## src/ood_pkg.sv

```systemverilog
/*
 * Package for the off-state open-load diagnostic sequencer: register map,
 * field positions, reset values, timing counts and carrier types.
 * Assumes a single 20 MHz device clock and an AXI4-Lite register master.
 */
package ood_pkg;

   // ************************************************************
   // Geometry and timing
   // ************************************************************
   localparam int          NUM_CH            = 5;
   localparam int          CLK_HZ            = 20000000;
   localparam int          FAULT_DGL_MAX_NS  = 6000;
   // Longest time rounds down to whole cycles
   localparam int          FAULT_DGL_CYCLES  = (FAULT_DGL_MAX_NS * (CLK_HZ / 1000000)) / 1000;
   localparam int          TEST_TIMEOUT_CYC  = 2000;

   // ************************************************************
   // Register byte offsets
   // ************************************************************
   localparam logic [7:0]  ADDR_CTRL         = 8'h00;
   localparam logic [7:0]  ADDR_QUICK        = 8'h04;
   localparam logic [7:0]  ADDR_CH_BASE      = 8'h08;
   localparam logic [7:0]  ADDR_CH_LAST      = 8'h18;
   localparam logic [7:0]  ADDR_DEV          = 8'h1C;
   localparam logic [7:0]  ADDR_IO           = 8'h20;

   // ************************************************************
   // Field positions
   // ************************************************************
   localparam int          CH_OLOFF_BIT      = 0;
   localparam int          CH_OLON_BIT       = 1;
   localparam int          CH_OC_LSB         = 2;
   localparam int          CH_OTW_BIT        = 5;
   localparam int          CH_OTS_BIT        = 6;
   localparam int          GL_OLF_BIT        = 8;
   localparam int          GL_OVLF_BIT       = 9;
   localparam int          GL_DSF_BIT        = 10;
   localparam int          DEV_UVF_BIT       = 1;
   localparam int          DEV_CPF_BIT       = 2;
   localparam int          DEV_OTS_BIT       = 3;
   localparam logic [4:0]  CTRL_RESET        = 5'h00;

   localparam logic [1:0]  RESP_OKAY         = 2'h0;
   localparam logic [1:0]  RESP_SLVERR       = 2'h2;

   // Per-channel analogue and fault inputs
   typedef struct packed {
      logic [2:0] oc_status;
      logic       otw;
      logic       overtemp_shutdown_flag;
      logic       olon;
      logic       test_current_hit;
      logic       half_supply;
   } ood_ch_in_t;

   // Sequencer states
   typedef enum logic [1:0] {
      ST_IDLE  = 2'b00,
      ST_TEST  = 2'b01,
      ST_FAULT = 2'b10
   } ood_state_t;

endpackage

```

## src/ood_top.sv

```systemverilog
/*
 * Off-state open-load diagnostic sequencer for five high-side outputs,
 * with latched open flags, quick and channel status words and a real-time
 * output level word, all reached over AXI4-Lite.
 * Assumes frame chip select and analogue comparators arrive asynchronously;
 * every such input is synchronised here before use.
 */
// The register offsets and the AXI4-Lite slave port are this design's own decisions.
`timescale 1ns/1ps

module ood_top #(
   parameter int TIMEOUT_CYC = ood_pkg::TEST_TIMEOUT_CYC,
   parameter int DGL_CYC     = ood_pkg::FAULT_DGL_CYCLES
) (
   input  wire logic                    CLK_I,
   input  wire logic                    RST_B_I,
   input  wire logic                    CS_B_I,
   input  wire ood_pkg::ood_ch_in_t [4:0] CH_I,
   input  wire logic                    UV_I,
   input  wire logic                    CPF_I,
   input  wire logic [7:0]              AWADDR_I,
   input  wire logic                    AWVALID_I,
   output logic                         AWREADY_O,
   input  wire logic [31:0]             WDATA_I,
   input  wire logic [3:0]              WSTRB_I,
   input  wire logic                    WVALID_I,
   output logic                         WREADY_O,
   output logic [1:0]                   BRESP_O,
   output logic                         BVALID_O,
   input  wire logic                    BREADY_I,
   input  wire logic [7:0]              ARADDR_I,
   input  wire logic                    ARVALID_I,
   output logic                         ARREADY_O,
   output logic [31:0]                  RDATA_O,
   output logic [1:0]                   RRESP_O,
   output logic                         RVALID_O,
   input  wire logic                    RREADY_I,
   output logic [4:0]                   TEST_ON_O,
   output logic [4:0]                   TEST_THRESH_SEL_O
);

   localparam int N = ood_pkg::NUM_CH;

   initial begin
      if (TIMEOUT_CYC < 2 || TIMEOUT_CYC > 65535 || DGL_CYC < 1 || DGL_CYC > 255)
         $error("ood_top: timing parameter out of range");
   end

   // ************************************************************
   // Input synchronisers
   // ************************************************************
   localparam int SW = 3 + 8 * N;
   logic [SW-1:0] sync1;
   logic [SW-1:0] sync2;
   logic          cs_prev;

   // Two flops for every asynchronous input; stage one feeds only stage two.
   // Chip select resets to its idle high level so no false edge follows reset
   always_ff @(posedge CLK_I) begin
      if (!RST_B_I) begin
         sync1   <= {1'b1, {(SW-1){1'b0}}};
         sync2   <= {1'b1, {(SW-1){1'b0}}};
         cs_prev <= 1'b1;
      end else begin
         sync1   <= {CS_B_I, UV_I, CPF_I, CH_I};
         sync2   <= sync1;
         cs_prev <= sync2[SW-1];
      end
   end

   ood_pkg::ood_ch_in_t [4:0] ch;
   logic                      uv;
   logic                      pump_fault_flag;
   logic                      cs_rise;
   logic                      any_ots;
   logic                      fault;
   assign ch      = sync2[8*N-1:0];
   assign uv      = sync2[8*N+1];
   assign pump_fault_flag     = sync2[8*N];
   assign cs_rise = sync2[SW-1] & ~cs_prev;
   always_comb begin
      any_ots = 1'b0;
      for (int i = 0; i < N; i++) any_ots = any_ots | ch[i].overtemp_shutdown_flag;
   end
   assign fault = any_ots | uv | pump_fault_flag;

   // ************************************************************
   // Register bus
   // ************************************************************
   logic [4:0]  enable;
   logic [4:0]  next_enable;
   logic [4:0]  open_flag;
   logic [4:0]  next_open_flag;
   logic [4:0]  ch_read;
   logic        wr_go;
   logic        rd_go;
   logic        aw_ok;
   logic        ar_ok;
   logic [7:0]  aw_hold;
   logic [31:0] w_hold;
   logic [3:0]  ws_hold;
   logic        aw_have;
   logic        w_have;
   logic [31:0] next_rdata;
   logic [1:0]  next_rresp;

   // Hold address and data separately so either may come first
   assign AWREADY_O = ~aw_have & ~BVALID_O;
   assign WREADY_O  = ~w_have & ~BVALID_O;
   assign ARREADY_O = ~RVALID_O;
   assign wr_go     = aw_have & w_have & ~BVALID_O;
   assign rd_go     = ARVALID_I & ARREADY_O;
   assign aw_ok     = (aw_hold == ood_pkg::ADDR_CTRL);
   assign ar_ok     = (ARADDR_I[1:0] == 2'h0) && (ARADDR_I <= ood_pkg::ADDR_IO);

   always_ff @(posedge CLK_I) begin
      if (!RST_B_I) begin
         aw_have  <= 1'b0;
         w_have   <= 1'b0;
         aw_hold  <= 8'h00;
         w_hold   <= 32'h0000_0000;
         ws_hold  <= 4'h0;
         BVALID_O <= 1'b0;
         BRESP_O  <= ood_pkg::RESP_OKAY;
         RVALID_O <= 1'b0;
         RDATA_O  <= 32'h0000_0000;
         RRESP_O  <= ood_pkg::RESP_OKAY;
      end else begin
         if (AWVALID_I && AWREADY_O) begin
            aw_have <= 1'b1;
            aw_hold <= AWADDR_I;
         end
         if (WVALID_I && WREADY_O) begin
            w_have  <= 1'b1;
            w_hold  <= WDATA_I;
            ws_hold <= WSTRB_I;
         end
         if (wr_go) begin
            aw_have  <= 1'b0;
            w_have   <= 1'b0;
            BVALID_O <= 1'b1;
            BRESP_O  <= aw_ok ? ood_pkg::RESP_OKAY : ood_pkg::RESP_SLVERR;
         end else if (BREADY_I) begin
            BVALID_O <= 1'b0;
         end
         if (rd_go) begin
            RVALID_O <= 1'b1;
            RDATA_O  <= next_rdata;
            RRESP_O  <= next_rresp;
         end else if (RREADY_I) begin
            RVALID_O <= 1'b0;
         end
      end
   end

   // ************************************************************
   // Status words
   // ************************************************************
   logic [4:0]  summary;
   logic        glb_olf;
   logic        glb_ovlf;
   logic        glb_dsf;
   logic [10:8] glb;
   logic [31:0] ch_word [N];

   // Summary and global flags are pure ORs, so they fall once reads clear sources
   always_comb begin
      glb_olf  = 1'b0;
      glb_ovlf = 1'b0;
      for (int i = 0; i < N; i++) begin
         summary[i] = (|ch[i].oc_status) | ch[i].otw | ch[i].overtemp_shutdown_flag |
                      ch[i].olon | open_flag[i];
         glb_olf  = glb_olf | ch[i].olon | open_flag[i];
         glb_ovlf = glb_ovlf | (|ch[i].oc_status) | ch[i].overtemp_shutdown_flag;
         ch_word[i] = 32'h0000_0000;
         ch_word[i][ood_pkg::CH_OLOFF_BIT] = open_flag[i];
         ch_word[i][ood_pkg::CH_OLON_BIT]  = ch[i].olon;
         ch_word[i][ood_pkg::CH_OC_LSB +: 3] = ch[i].oc_status;
         ch_word[i][ood_pkg::CH_OTW_BIT]   = ch[i].otw;
         ch_word[i][ood_pkg::CH_OTS_BIT]   = ch[i].overtemp_shutdown_flag;
      end
      glb_dsf = uv | pump_fault_flag;
      glb     = {glb_dsf, glb_ovlf, glb_olf};
   end

   // Read mux; a channel word read also marks its open flag for clearing
   always_comb begin
      next_rdata = 32'h0000_0000;
      next_rresp = ar_ok ? ood_pkg::RESP_OKAY : ood_pkg::RESP_SLVERR;
      ch_read    = 5'h00;
      case (ARADDR_I)
         ood_pkg::ADDR_CTRL:  next_rdata[4:0] = enable;
         ood_pkg::ADDR_QUICK: next_rdata = {21'h000000, glb, 3'h0, summary};
         ood_pkg::ADDR_DEV: begin
            next_rdata[10:8] = glb;
            next_rdata[ood_pkg::DEV_UVF_BIT] = uv;
            next_rdata[ood_pkg::DEV_CPF_BIT] = pump_fault_flag;
            next_rdata[ood_pkg::DEV_OTS_BIT] = any_ots;
         end
         ood_pkg::ADDR_IO: begin
            for (int i = 0; i < N; i++) next_rdata[i] = ch[i].half_supply;
         end
         default: begin
            for (int i = 0; i < N; i++) begin
               if (ARADDR_I == ood_pkg::ADDR_CH_BASE + 8'(4 * i)) begin
                  next_rdata = ch_word[i] | {21'h000000, glb, 8'h00};
                  ch_read[i] = rd_go;
               end
            end
         end
      endcase
   end

   // ************************************************************
   // Test sequencer
   // ************************************************************
   ood_pkg::ood_state_t state;
   ood_pkg::ood_state_t next_state;
   logic [15:0]         timer;
   logic [15:0]         next_timer;
   logic [7:0]          dgl;
   logic [7:0]          next_dgl;
   logic [4:0]          running;
   logic [4:0]          next_running;
   logic [4:0]          wr_bits;

   assign wr_bits = (wr_go && aw_ok && ws_hold[0]) ? w_hold[4:0] : enable;

   always_comb begin
      next_state     = state;
      next_timer     = timer;
      next_dgl       = dgl;
      next_running   = running;
      next_open_flag = open_flag & ~ch_read;
      // Bits of running channels are locked against writes
      next_enable    = (wr_bits & ~running) | (enable & running);
      case (state)
         ood_pkg::ST_IDLE: begin
            if (cs_rise && |enable && !fault) begin
               next_running = enable;
               next_timer   = 16'(TIMEOUT_CYC - 1);
               next_state   = ood_pkg::ST_TEST;
            end
         end
         ood_pkg::ST_TEST: begin
            for (int i = 0; i < N; i++) begin
               if (running[i] && ch[i].test_current_hit) begin
                  next_running[i] = 1'b0;
                  next_enable[i]  = 1'b0;
               end else if (running[i] && timer == 16'h0000) begin
                  next_running[i] = 1'b0;
                  next_enable[i]  = 1'b0;
                  next_open_flag[i] = 1'b1;
               end
            end
            if (timer != 16'h0000) next_timer = timer - 16'h0001;
            if (fault) begin
               next_dgl   = 8'(DGL_CYC - 1);
               next_state = ood_pkg::ST_FAULT;
            end else if (next_running == 5'h00) begin
               next_state = ood_pkg::ST_IDLE;
            end
         end
         ood_pkg::ST_FAULT: begin
            // Outputs stay on only for the deglitch, then test is abandoned
            if (dgl == 8'h00) begin
               next_enable  = enable & ~running;
               next_running = 5'h00;
               next_state   = ood_pkg::ST_IDLE;
            end else begin
               next_dgl = dgl - 8'h01;
            end
         end
         default: next_state = ood_pkg::ST_IDLE;
      endcase
      // Set above follows the read clear, so a same-cycle detection wins
   end

   always_ff @(posedge CLK_I) begin
      if (!RST_B_I) begin
         state     <= ood_pkg::ST_IDLE;
         timer     <= 16'h0000;
         dgl       <= 8'h00;
         running   <= 5'h00;
         enable    <= ood_pkg::CTRL_RESET;
         open_flag <= 5'h00;
      end else begin
         state     <= next_state;
         timer     <= next_timer;
         dgl       <= next_dgl;
         running   <= next_running;
         enable    <= next_enable;
         open_flag <= next_open_flag;
      end
   end

   // Only the test drive; overcurrent profile logic is elsewhere and untouched
   assign TEST_ON_O         = running;
   assign TEST_THRESH_SEL_O = running;
endmodule

```

## config.mk

```make
export PLATFORM = sky130hd
export DESIGN_NAME = ood_top
export DESIGN_NICKNAME = d
export VERILOG_FILES = /design/src/ood_pkg.sv /design/src/ood_top.sv
export SDC_FILE = /design/constraint.sdc
export NUM_CORES = 1
export LEC_CHECK = 0
export ABC_AREA = 1
export BUFFER_PORTS_ARGS = -buffer_cell sky130_fd_sc_hd__clkbuf_2
export CAP_MARGIN = 20
export CORE_UTILIZATION = 45
export DETAILED_ROUTE_END_ITERATION = 7
export PLACE_DENSITY = 0.71
export SLEW_MARGIN = 15
export SYNTH_ARGS = -nofsm -noshare
export SYNTH_HDL_FRONTEND = slang
export SYNTH_SLANG_ARGS = --single-unit
```

## constraint.sdc

```tcl
create_clock -name CLK_I -period 1.7 [get_ports CLK_I]
set_clock_uncertainty 0.1 [all_clocks]
set_input_delay 0.34 -clock CLK_I [delete_from_list [all_inputs] [get_ports CLK_I]]
set_output_delay 0.34 -clock CLK_I [all_outputs]
set_load 0.01 [all_outputs]
```

# Yosys cells after proc, flatten, opt, wreduce, memory -nomap -nowiden
# Cells that the tools add are included.
# classes
n_addsub,2
magnitude_cmp,1
eq_ne,16
mux,76
bitwise,69
reduce_logical,45
# ops
operator,count
32-bit two-way mux,4
7-bit by 11-bit OR with 11-bit output,5
1-bit OR,45
1-bit two-way mux,44
"8-bit by 5-bit equality test with 1-bit output, second input constant",4
16-bit two-way mux,2
16-bit case mux with 2 select lines,1
5-bit two-way mux,6
8-bit zero test,3
21-bit two-way mux,1
5-bit AND,4
1-bit logical AND,17
"8-bit by 4-bit equality test with 1-bit output, second input constant",2
16-bit zero test,1
8-bit two-way mux,2
8-bit case mux with 2 select lines,1
16-bit nonzero test,1
"16-bit by 1-bit subtractor with 16-bit output, second input constant",1
5-bit case mux with 3 select lines,1
3-bit OR reduction,5
2-bit two-way mux,6
3-bit case mux with 4 select lines,1
3-bit AND reduction,4
11-bit two-way mux,1
25 further kinds,47
# word_totals
register_bits,182
input_bits,102
out_inout_bits,51
elab_cells,228

# Depth between registers and ports, before layout
# Gate-level depths: netlist (run 1).
# logic_depth
ltp_word,17
ltp_mapped,12
depth_no_buf,11

# Worst setup path after synthesis (run 1)
# OpenSTA, ideal clock, no wires.
# synth_path
kind,register -> register
start,register timer[0]
end,register timer[5]
setup_time_ns,0.143
t_arrival_ns,1.440
required_ns,1.457
path_slack_ns,0.016
path_stages_with_launch,12
path_buffers,1
period_less_slack_ns,1.684
cell_sequence,dfxtp_1 > inv_1 > ha_1 > nand2_4 > nor2_4 > nand4_2 > o21ai_2 > nor2_4 > inv_6 > buf_12 > nand2_1 > a21oi_2
# synth_between
elab_chain_cells,3
word_cells_on_any_way,6
classes_between,1 x add/sub; 1 x eq/ne; 2 x mux; 2 x reduce/logical
# synth_lines
element,line,rtl
from (decl),ood_top.sv:219,logic [15:0] timer;
from (signal assigned),ood_top.sv:289,timer <= next_timer;
16-bit by 1-bit subtractor with 16-bit output or 16-bit nonzero test (tied branches),ood_top.sv:256,if (timer != 16'h0000) next_timer = timer - 16'h0001;
16-bit two-way mux or 2-bit inequality test (tied branches),--,
16-bit case mux with 2 select lines or 3-bit AND reduction (tied branches),--,
# Several ways; a longest one is shown, not always the timed one. The select of a mux whose other input is x is not followed.
# A chain may end at the register's enable or synchronous reset.

# Worst setup path in the final report (run 1)
# layout_path
start,register timer[0]
end,register timer[11]
# Same word-level chain as after synthesis.

==> reports/qor.csv, run 1 <==
metric,value,unit
cts_max_path_buffers,2,
viasPerCell,4.661,
drtIter0Drc,396,
grt_pass1_vias,6086,
rsz0062_at_grt,true,
synth_seq_cells,158,
utilization,62.73,%
core-area,15200,µm²
cts_root_buf,clkbuf_16,
wirelength,17350,µm
routedWlPerCell,12.36,µm
cts_htree_levels,4,
finalHoldViolations,0,
grt_max_degree,51,
clock_sinks,158,
cts_tree,yes,
criticalPathCategory,flop to flop,
fin_ws,0.03563,ns
cp.arrival,1.92,ns
fmax,600.8,MHz
r2r_start,timer[0],
leakage,4.912,nW
clock_latency,0.42,ns
gp_congestion,0.9108,
ant_nets,0,
dieArea,16030,µm²
drt-pass1-iter-count,5,
die_x,126.6,µm
grt_pass1_wl,28010,µm
start_util,45.96,%
hp-class,input pin to flop,
yosys-top-cells-count,"nand2_1 (233), dfxtp_1 (158), inv_1 (154)",
via_count,6540,
grt_usage,22.07,%
nets,1310,
cp-end-kind,flop,
grt_overflow,0,
synth_cell_types,45,
cp_max_fo,7,
syn2layout_area_growth,36.50,%
drive_above_1_share,28.31,%
antenna_found_initial,0,
synth_top_area_share,45.27,%
fillers,1305,
async_reset_ff_share,0,%
min_period,1.664,ns
ys_seq_area_share,45.27,%
ys_warn_count,0,
clk_pin_slew,0.06,ns
ys.flop_type,dfxtp_1,
post-dp-hpwl,12520,µm
finalSetupViolCount,0,
ir_drop,0.0007694,V
slowest_delay,0.32,ns
power.density,1239,nW/µm²
synth_area_leaders,"dfxtp_1 (45%), nand2_1 (13%), inv_1 (8.3%), nor2_1 (6.0%), o21ai_0 (3.9%)",
drc,0,
path_cells,inv_2 > ha_4 > nand2_4 > nor2_4 > nand4_4 > o21ai_4 > nor2_4 > buf_12 > inv_8 > nand2_2 > a21oi_2,
synth_area,6987,µm²
synth_top_area_cell,dfxtp_1,
path_common_cell,nor2_4,
crit_start,timer[0],
cts_buffers,17,
period_share,97.90,%
tns,0,ns
cap_violations,0,
finalMaxSlewViolations,0,
required,1.96,ns
diodes,0,
synthCells,980,
hold_path_startpoint,CH_I[37],
status,"complete, no violations",
io-pin-count,153,
total_power,11.81,mW
slowest_stage,dfxtp_1,
synth_most_common_cell,nand2_1,
r2r_setup_slack,0.04,ns
rows,45,
synth_edf_count,0,
port-buffer-count,98,
pre_cts_ws,-0.1680,ns
die_h,126.6,µm
startpoint_type,flop,
avgSynthCellArea,7.129,µm²
[cell type report]
class                           instances  area, µm²  share of cell area, %
Sequential cell                       158       3172                  33.26
Tap cell                              188      235.2                  2.467
Inverter                              157      615.6                  6.455
Timing Repair inverter                  1      11.26                 0.1181
Timing Repair Buffer                  235       1653                  17.33
Clock buffer                           21      460.4                  4.828
Clock inverter                         11      202.7                  2.125
Multi-Input combinational cell        632       3187                  33.42
[routing by layer]
metal / GRT usage (%) / share of wire, % / vias up
met4: 8.930 / 2.0 / 0
met1: 27.83 / 46 / 2906
met3: 4.429 / 4.7 / 28
met5: 0 / 0 / -
met2: 36.95 / 47 / 180
li1: - / - / 3426
[cells by family (layout without fill, tap and decap cells)]
group	after synthesis	after routing	share of synthesized area, %
XOR/XNOR	8	8	1.003
AND/OR/NAND/NOR	466	466	28.80
other	1	24	0.05367
flip-flops	158	158	45.27
adder cells (fa/ha/maj)	6	6	1.074
buffers and inverters	213	425	13.43
AO/OA/AOI/OAI	128	128	10.37
[final timing paths]
path | endpoint | cells past startpoint
hold / removal | sync1[37] | 3
setup reg to reg | timer[11] | 11
hold reg to reg | sync2[24] | 2
setup / recovery | timer[11] | 11
[state kept, by name (all words and copies together), names as in the netlist]
signal,count
BRESP_O,1
TEST_ON_O,5
RVALID_O,1
enable,5
cs_prev,1
w_hold,5
BVALID_O,1
w_have,1
RRESP_O,1
state,2
RDATA_O,10
ws_hold,1
aw_have,1
dgl,8
sync2,43
open_flag,5
sync1,43
aw_hold,8
timer,16
[metrics by stage]
stage	std cells	hold WS, ns	instance area (µm²)
2_1_floorplan	1003	0.2905	7073
3_3_place_gp	1329	0.2930	8190
3_5_place_dp	1329	0.2947	8190
4_1_cts	1394	0.0002545	9216
5_1_grt	1403	0.009259	9537
6_report	1403	0.009658	9537
[critical path: cells and delay by family, from the launching register on]
family          cells  cell delay (ns)
flops               1             0.32
simple gates        5             0.44
buf+inv             3             0.31
fa+ha+maj           1             0.14
compound gates      2             0.27
[cells in the final DEF (no fill, tap or decap), types with 28 or more instances in the layout]
cell type,synthesis,final
nand2_1,233,223
clkbuf_2,0,97
o21ai_0,54,45
inv_1,154,143
dfxtp_1,158,151
nand3_1,53,51
dlygate4sd3_1,0,28
a21oi_1,43,39
nor2_1,112,104
buf_4,29,102
[power by group]
group          internal, mW  leakage, nW  switching [mW]
clock                  2.71        0.316            1.50
sequential             3.97         1.30           0.174
combinational          1.62         3.29            1.85
[timing repair]
action / in CTS / in global routing
setup buffers: 5 / 7
pin swaps: 3 / 22
endpoints found under the hold margin: 28 / 0
hold buffers: 28 / 0
cloned: 0 / 2
gates resized for setup: 11 / 77
endpoints found under the setup margin: 23 / 42
No activity file was read; power rests on OpenSTA's default activity.
==> inputs of run 2 (changes only) <==
- CTS_BUF_LIST: default -> sky130_fd_sc_hd__clkbuf_4 sky130_fd_sc_hd__clkbuf_8
==> run 2 against run 1 <==
The flow now finishes with violations (setup timing). Power decreased by 8.4%. First-iteration DRC count decreased by 12%. Utilization decreased by 0.058 points. Worst hold slack improved by 0.028 ns. Sequential power about the same. Combinational power decreased by 1%. Setup slack got worse by 0.040 ns. Sequential share of layout area increased by 0.083 points. Maximum frequency decreased by 2.4%. Via count increased by 0.55%. Highest routed layer unchanged.
==> reports/qor.csv, run 2 (synthesis results as in run 1) <==
metric,value,unit
status,"finished, violations left",
violations,setup timing,
period_share,100.3,%
die_h,126.6,µm
ir_drop,0.0005539,V
path_cells,nor2_1 > nand2_1 > nor2_1 > nand3_2 > buf_6 > o21ai_0 > nand2_1 > nand2_1 > nand2_1 > nand2_1 > a21oi_1,
cts_root_buf,clkbuf_8,
rr_endpoint,state[1],
power.density,1136,nW/µm²
crit_end,state[1],
die_x,126.6,µm
grt_usage,22.57,%
drc,0,
cp_max_fo,10,
port-buffer-count,98,
final_cell_mix,"nand2_1 (220), dfxtp_1 (147), inv_1 (143)",
utilization,62.67,%
required,1.94,ns
reg.largest.list,"sync1 (43), sync2 (43), timer (16)",
finalSetupViolCount,1,
startpoint_type,flop,
routedWlPerCell,12.61,µm
grt_pass1_vias,6189,
r2r_setup_slack,-0.005,ns
fmax,586.6,MHz
leakage,4.918,nW
slowest_delay,0.34,ns
viasPerCell,4.647,
clock_latency,0.46,ns
drt-pass1-iter-count,6,
via_count,6576,
fin_hold_ws,0.03740,ns
fillers,1324,
nets,1322,
finalMaxSlewViolations,0,
ant_nets,0,
cts_buffers,17,
layout.cells.most_common,nand2_1,
antenna_found_initial,0,
path_common_cell,nand2_1,
io-pin-count,153,
grt_max_degree,51,
min_period,1.705,ns
dieArea,16030,µm²
cts_tree,yes,
gp_congestion,0.9108,
drtIter0Drc,349,
cp.arrival,1.94,ns
syn2layout_area_growth,36.37,%
multiInputGateArea,3213,µm²
clk_pin_slew,0.09,ns
hp-class,input pin to flop,
drive_above_1_share,28.52,%
post-dp-hpwl,12520,µm
grt_pass1_wl,28600,µm
cts_htree_levels,4,
grt_overflow,0,
rsz0062_at_grt,true,
criticalPathCategory,flop to flop,
register_area,3177,µm²
start_util,45.96,%
cp-end-kind,flop,
r2r_cells,11,
wirelength,17840,µm
slowest_stage,dfxtp_1,
core-area,15200,µm²
clock_sinks,158,
cts_max_path_buffers,2,
finalHoldViolations,0,
rows,45,
fin_ws,-0.004819,ns
r2r_start,timer[13],
crit_start,timer[13],
diodes,0,
cap_violations,0,
run 2: cell count changes in the layout (fill, tap and decap cells not counted), sizes merged:
cell,delta
dlygate4sd3,+15
inv,-1
buf,-3
clkinv,+1
run 2: area by class of cell:
cell class                      instances  area share [%]
Clock inverter                         11           2.127
Clock buffer                           21           2.902
Sequential cell                       158           33.34
Tap cell                              188           2.469
Multi-Input combinational cell        632           33.72
Timing Repair inverter                  1          0.1707
Timing Repair Buffer                  247           18.81
Inverter                              157           6.461
run 2: where the power goes:
part / leakage [nW] / switching [mW] / internal (mW) / total (mW)
clock: 0.236 / 1.40 / 1.88 / 3.28
combinational: 3.38 / 1.83 / 1.58 / 3.41
sequential: 1.30 / 0.174 / 3.96 / 4.13
total: 4.92 / 3.40 / 7.42 / 10.8
run 2: worst min path at each step:
| stage | start | end | slack [ns] | cells past startpoint |
|---|---|---|---|---|
| final | AWADDR_I[0] | aw_hold[0] | 0.04 | 3 |
| after global routing | WDATA_I[3] | w_hold[3] | 0.04 | 3 |
| after CTS | AWADDR_I[0] | aw_hold[0] | 0.02 | 3 |
| after detailed placement | sync1[24] | sync2[24] | 0.29 | 2 |
| after global placement | sync1[16] | sync2[16] | 0.29 | 2 |
| after floorplan | sync1[0] | sync2[0] | 0.29 | 2 |
run 2: metal layers:
layer  up-vias  GRT usage [%]  routed length (µm)
li1       3453              -                   -
met1      2925          28.23                8121
met2       179          38.32                8605
met3        19          4.302                 844
met4         0          9.001                 267
met5         -              0                   0
run 2: metrics by stage:
stage / setup slack, ns / total power [mW] / TNS, ns / instances / cell area (µm²)
floorplan: 0.01625 / 5.947 / 0 / 1003 / 7073
global placement: -0.1077 / 6.902 / -1.862 / 1329 / 8190
CTS: -0.004532 / 10.37 / -0.01054 / 1407 / 9164
finish: -0.004819 / 10.83 / -0.004819 / 1415 / 9528
global route: -0.1623 / 11.38 / -1.166 / 1415 / 9528
detailed placement: -0.1680 / 6.948 / -2.778 / 1329 / 8190
run 2: critical path, delay by kind of cell (launching register included):
family	cells	cell delay (ns)
simple gates	8	0.85
buf+inv	1	0.15
flops	1	0.34
compound gates	2	0.13
run 2: repair_timing:
action / 4_1_cts / 5_1_grt
setup buffers: 3 / 6
resized for setup: 10 / 92
endpoints found under the setup margin: 25 / 43
pin swaps: 4 / 29
hold endpoints to repair: 43 / 0
cloned: 0 / 2
hold buffers: 43 / 0
==> inputs of run 3 (changes only) <==
- SETUP_SLACK_MARGIN: default -> 0.4
==> run 3 against run 2 <==
The run still ends with setup timing left. Flip-flop and latch count is the same. Final cell count grew 0.78%. First-iteration DRC count grew 25%. Critical path type unchanged.
==> reports/qor.csv, run 3 (synthesis results as in run 1) <==
metric,value,unit
sw_frac_of_total,34.64,%
reg.largest.list,"sync1 (43), sync2 (43), timer (16)",
layout.cells.most_common,nand2_1,
grt_overflow,0,
startpoint_type,flop,
violations,setup timing,
port-buffer-count,98,
rsz0062_at_grt,true,
tns,-0.01565,ns
syn2layout_area_growth,48.57,%
ant_nets,0,
cts_htree_levels,4,
ir_drop,0.0005657,V
fmax,582.9,MHz
wirelength,19960,µm
fin_hold_ws,0.02524,ns
finalHoldViolations,0,
criticalPathCategory,flop to flop,
nets,1332,
r2r_setup_slack,-0.02,ns
finalMaxSlewViolations,0,
drive_above_1_share,40.50,%
grt_pass1_wl,30330,µm
clkPwrFrac,26.2,%
clk_pin_slew,0.09,ns
cts_buffers,17,
gp_congestion,0.9042,
status,"finished, violations left",
core-area,15200,µm²
leakage,5.120,nW
p_seq_share,38.4,%
clock_latency,0.46,ns
min_period,1.716,ns
cp.arrival,1.99,ns
viasPerCell,4.881,
power.density,1046,nW/µm²
finalSetupViolCount,1,
cts_max_path_buffers,2,
cap_violations,0,
drc,0,
io-pin-count,153,
post-dp-hpwl,12370,µm
grt_pass1_vias,6382,
drtIter0Drc,436,
die_h,126.6,µm
drt-pass1-iter-count,6,
final_cell_mix,"nand2_1 (198), inv_1 (128), dfxtp_1 (112)",
grt_max_degree,66,
cts_tree,yes,
routedWlPerCell,14.00,µm
switchingPower,3.759,mW
p_int,7.094,mW
period_share,100.9,%
grt_usage,24.23,%
required,1.98,ns
via_count,6961,
clock_sinks,158,
rows,45,
antenna_found_initial,1,
hp-class,input pin to flop,
dieArea,16030,µm²
die_x,126.6,µm
cts_root_buf,clkbuf_8,
fin_ws,-0.01565,ns
cp-end-kind,flop,
cp_max_fo,8,
comb_power_share,35.4,%
start_util,45.96,%
-- run 3: changes by cell type in the layout (fill, tap and decap cells not counted), moves of 22 or more --
cell,change
nor2_1,-24
nand2_1,-22
dfxtp_1,-35
buf_6,+44
dfxtp_2,+32
clkbuf_2,-27
-- run 3: worst paths after layout --
check	from	end	cells past startpoint
hold reg to reg	sync1[15]	sync2[15]	2
hold / removal	WDATA_I[3]	w_hold[3]	3
setup reg to reg	state[1]	timer[8]	9
setup / recovery	state[1]	timer[8]	9
-- run 3: worst max-delay path: stages (launching register included) --
cell and delay [ns]:
dfxtp_4 0.41, inv_4 0.06, ha_4 0.17, or2_2 0.30, o21ai_2 0.09, nor2_4 0.06
buf_12 0.16, inv_16 0.07, nand2_2 0.06, a21oi_2 0.16
-- run 3: layout make-up --
| type | count | area, µm² |
|---|---|---|
| inverters | 157 | 631.9 |
| flip-flops and latches | 158 | 3228 |
| clock inverters | 13 | 135.1 |
| well taps | 188 | 235.2 |
| repair inverters | 1 | 16.27 |
| clock buffers | 19 | 261.5 |
| diodes | 1 | 2.502 |
| fillers | 1190 | 4822 |
| multi-input cells | 632 | 3760 |
| repair buffers | 257 | 2110 |
-- run 3: layer usage --
layer | GRT usage, % | wire length (µm) | vias up | part of all wire, %
met5 | 0 | 0 | - | 0
li1 | - | - | 3488 | -
met4 | 8.859 | 557 | 0 | 2.8
met3 | 5.609 | 1059 | 47 | 5.3
met2 | 40.46 | 9726 | 244 | 49
met1 | 30.55 | 8614 | 3182 | 43
-- run 3: per-stage QoR --
step	setup WS (ns)	util, %	power (mW)	area, µm²	instances
after floorplan	0.1203	-	6.080	7310	1003
after global placement	-0.1400	53.55	6.830	8140	1290
after detailed placement	-0.1741	53.55	6.865	8140	1290
after CTS	0.02200	62.78	10.39	9544	1399
after global routing	-0.07437	68.28	11.42	10380	1426
final	-0.01565	68.28	10.85	10380	1426
-- run 3: power groups by stage --
stage	Combinational, mW	Clock [mW]	Sequential [mW]
floorplan	1.87	0	4.21
global placement	2.64	0	4.19
detailed placement	2.67	0	4.19
CTS	3.38	2.88	4.13
global route	4.17	3.06	4.19
finish	3.84	2.84	4.17
-- run 3: repair_timing --
action	4_1_cts	5_1_grt
pin swaps	28	53
endpoints found under the setup margin	74	94
gates resized for setup	108	199
buffers inserted	33	25
hold endpoints to repair	42	1
cloned	2	0
hold buffers	42	1
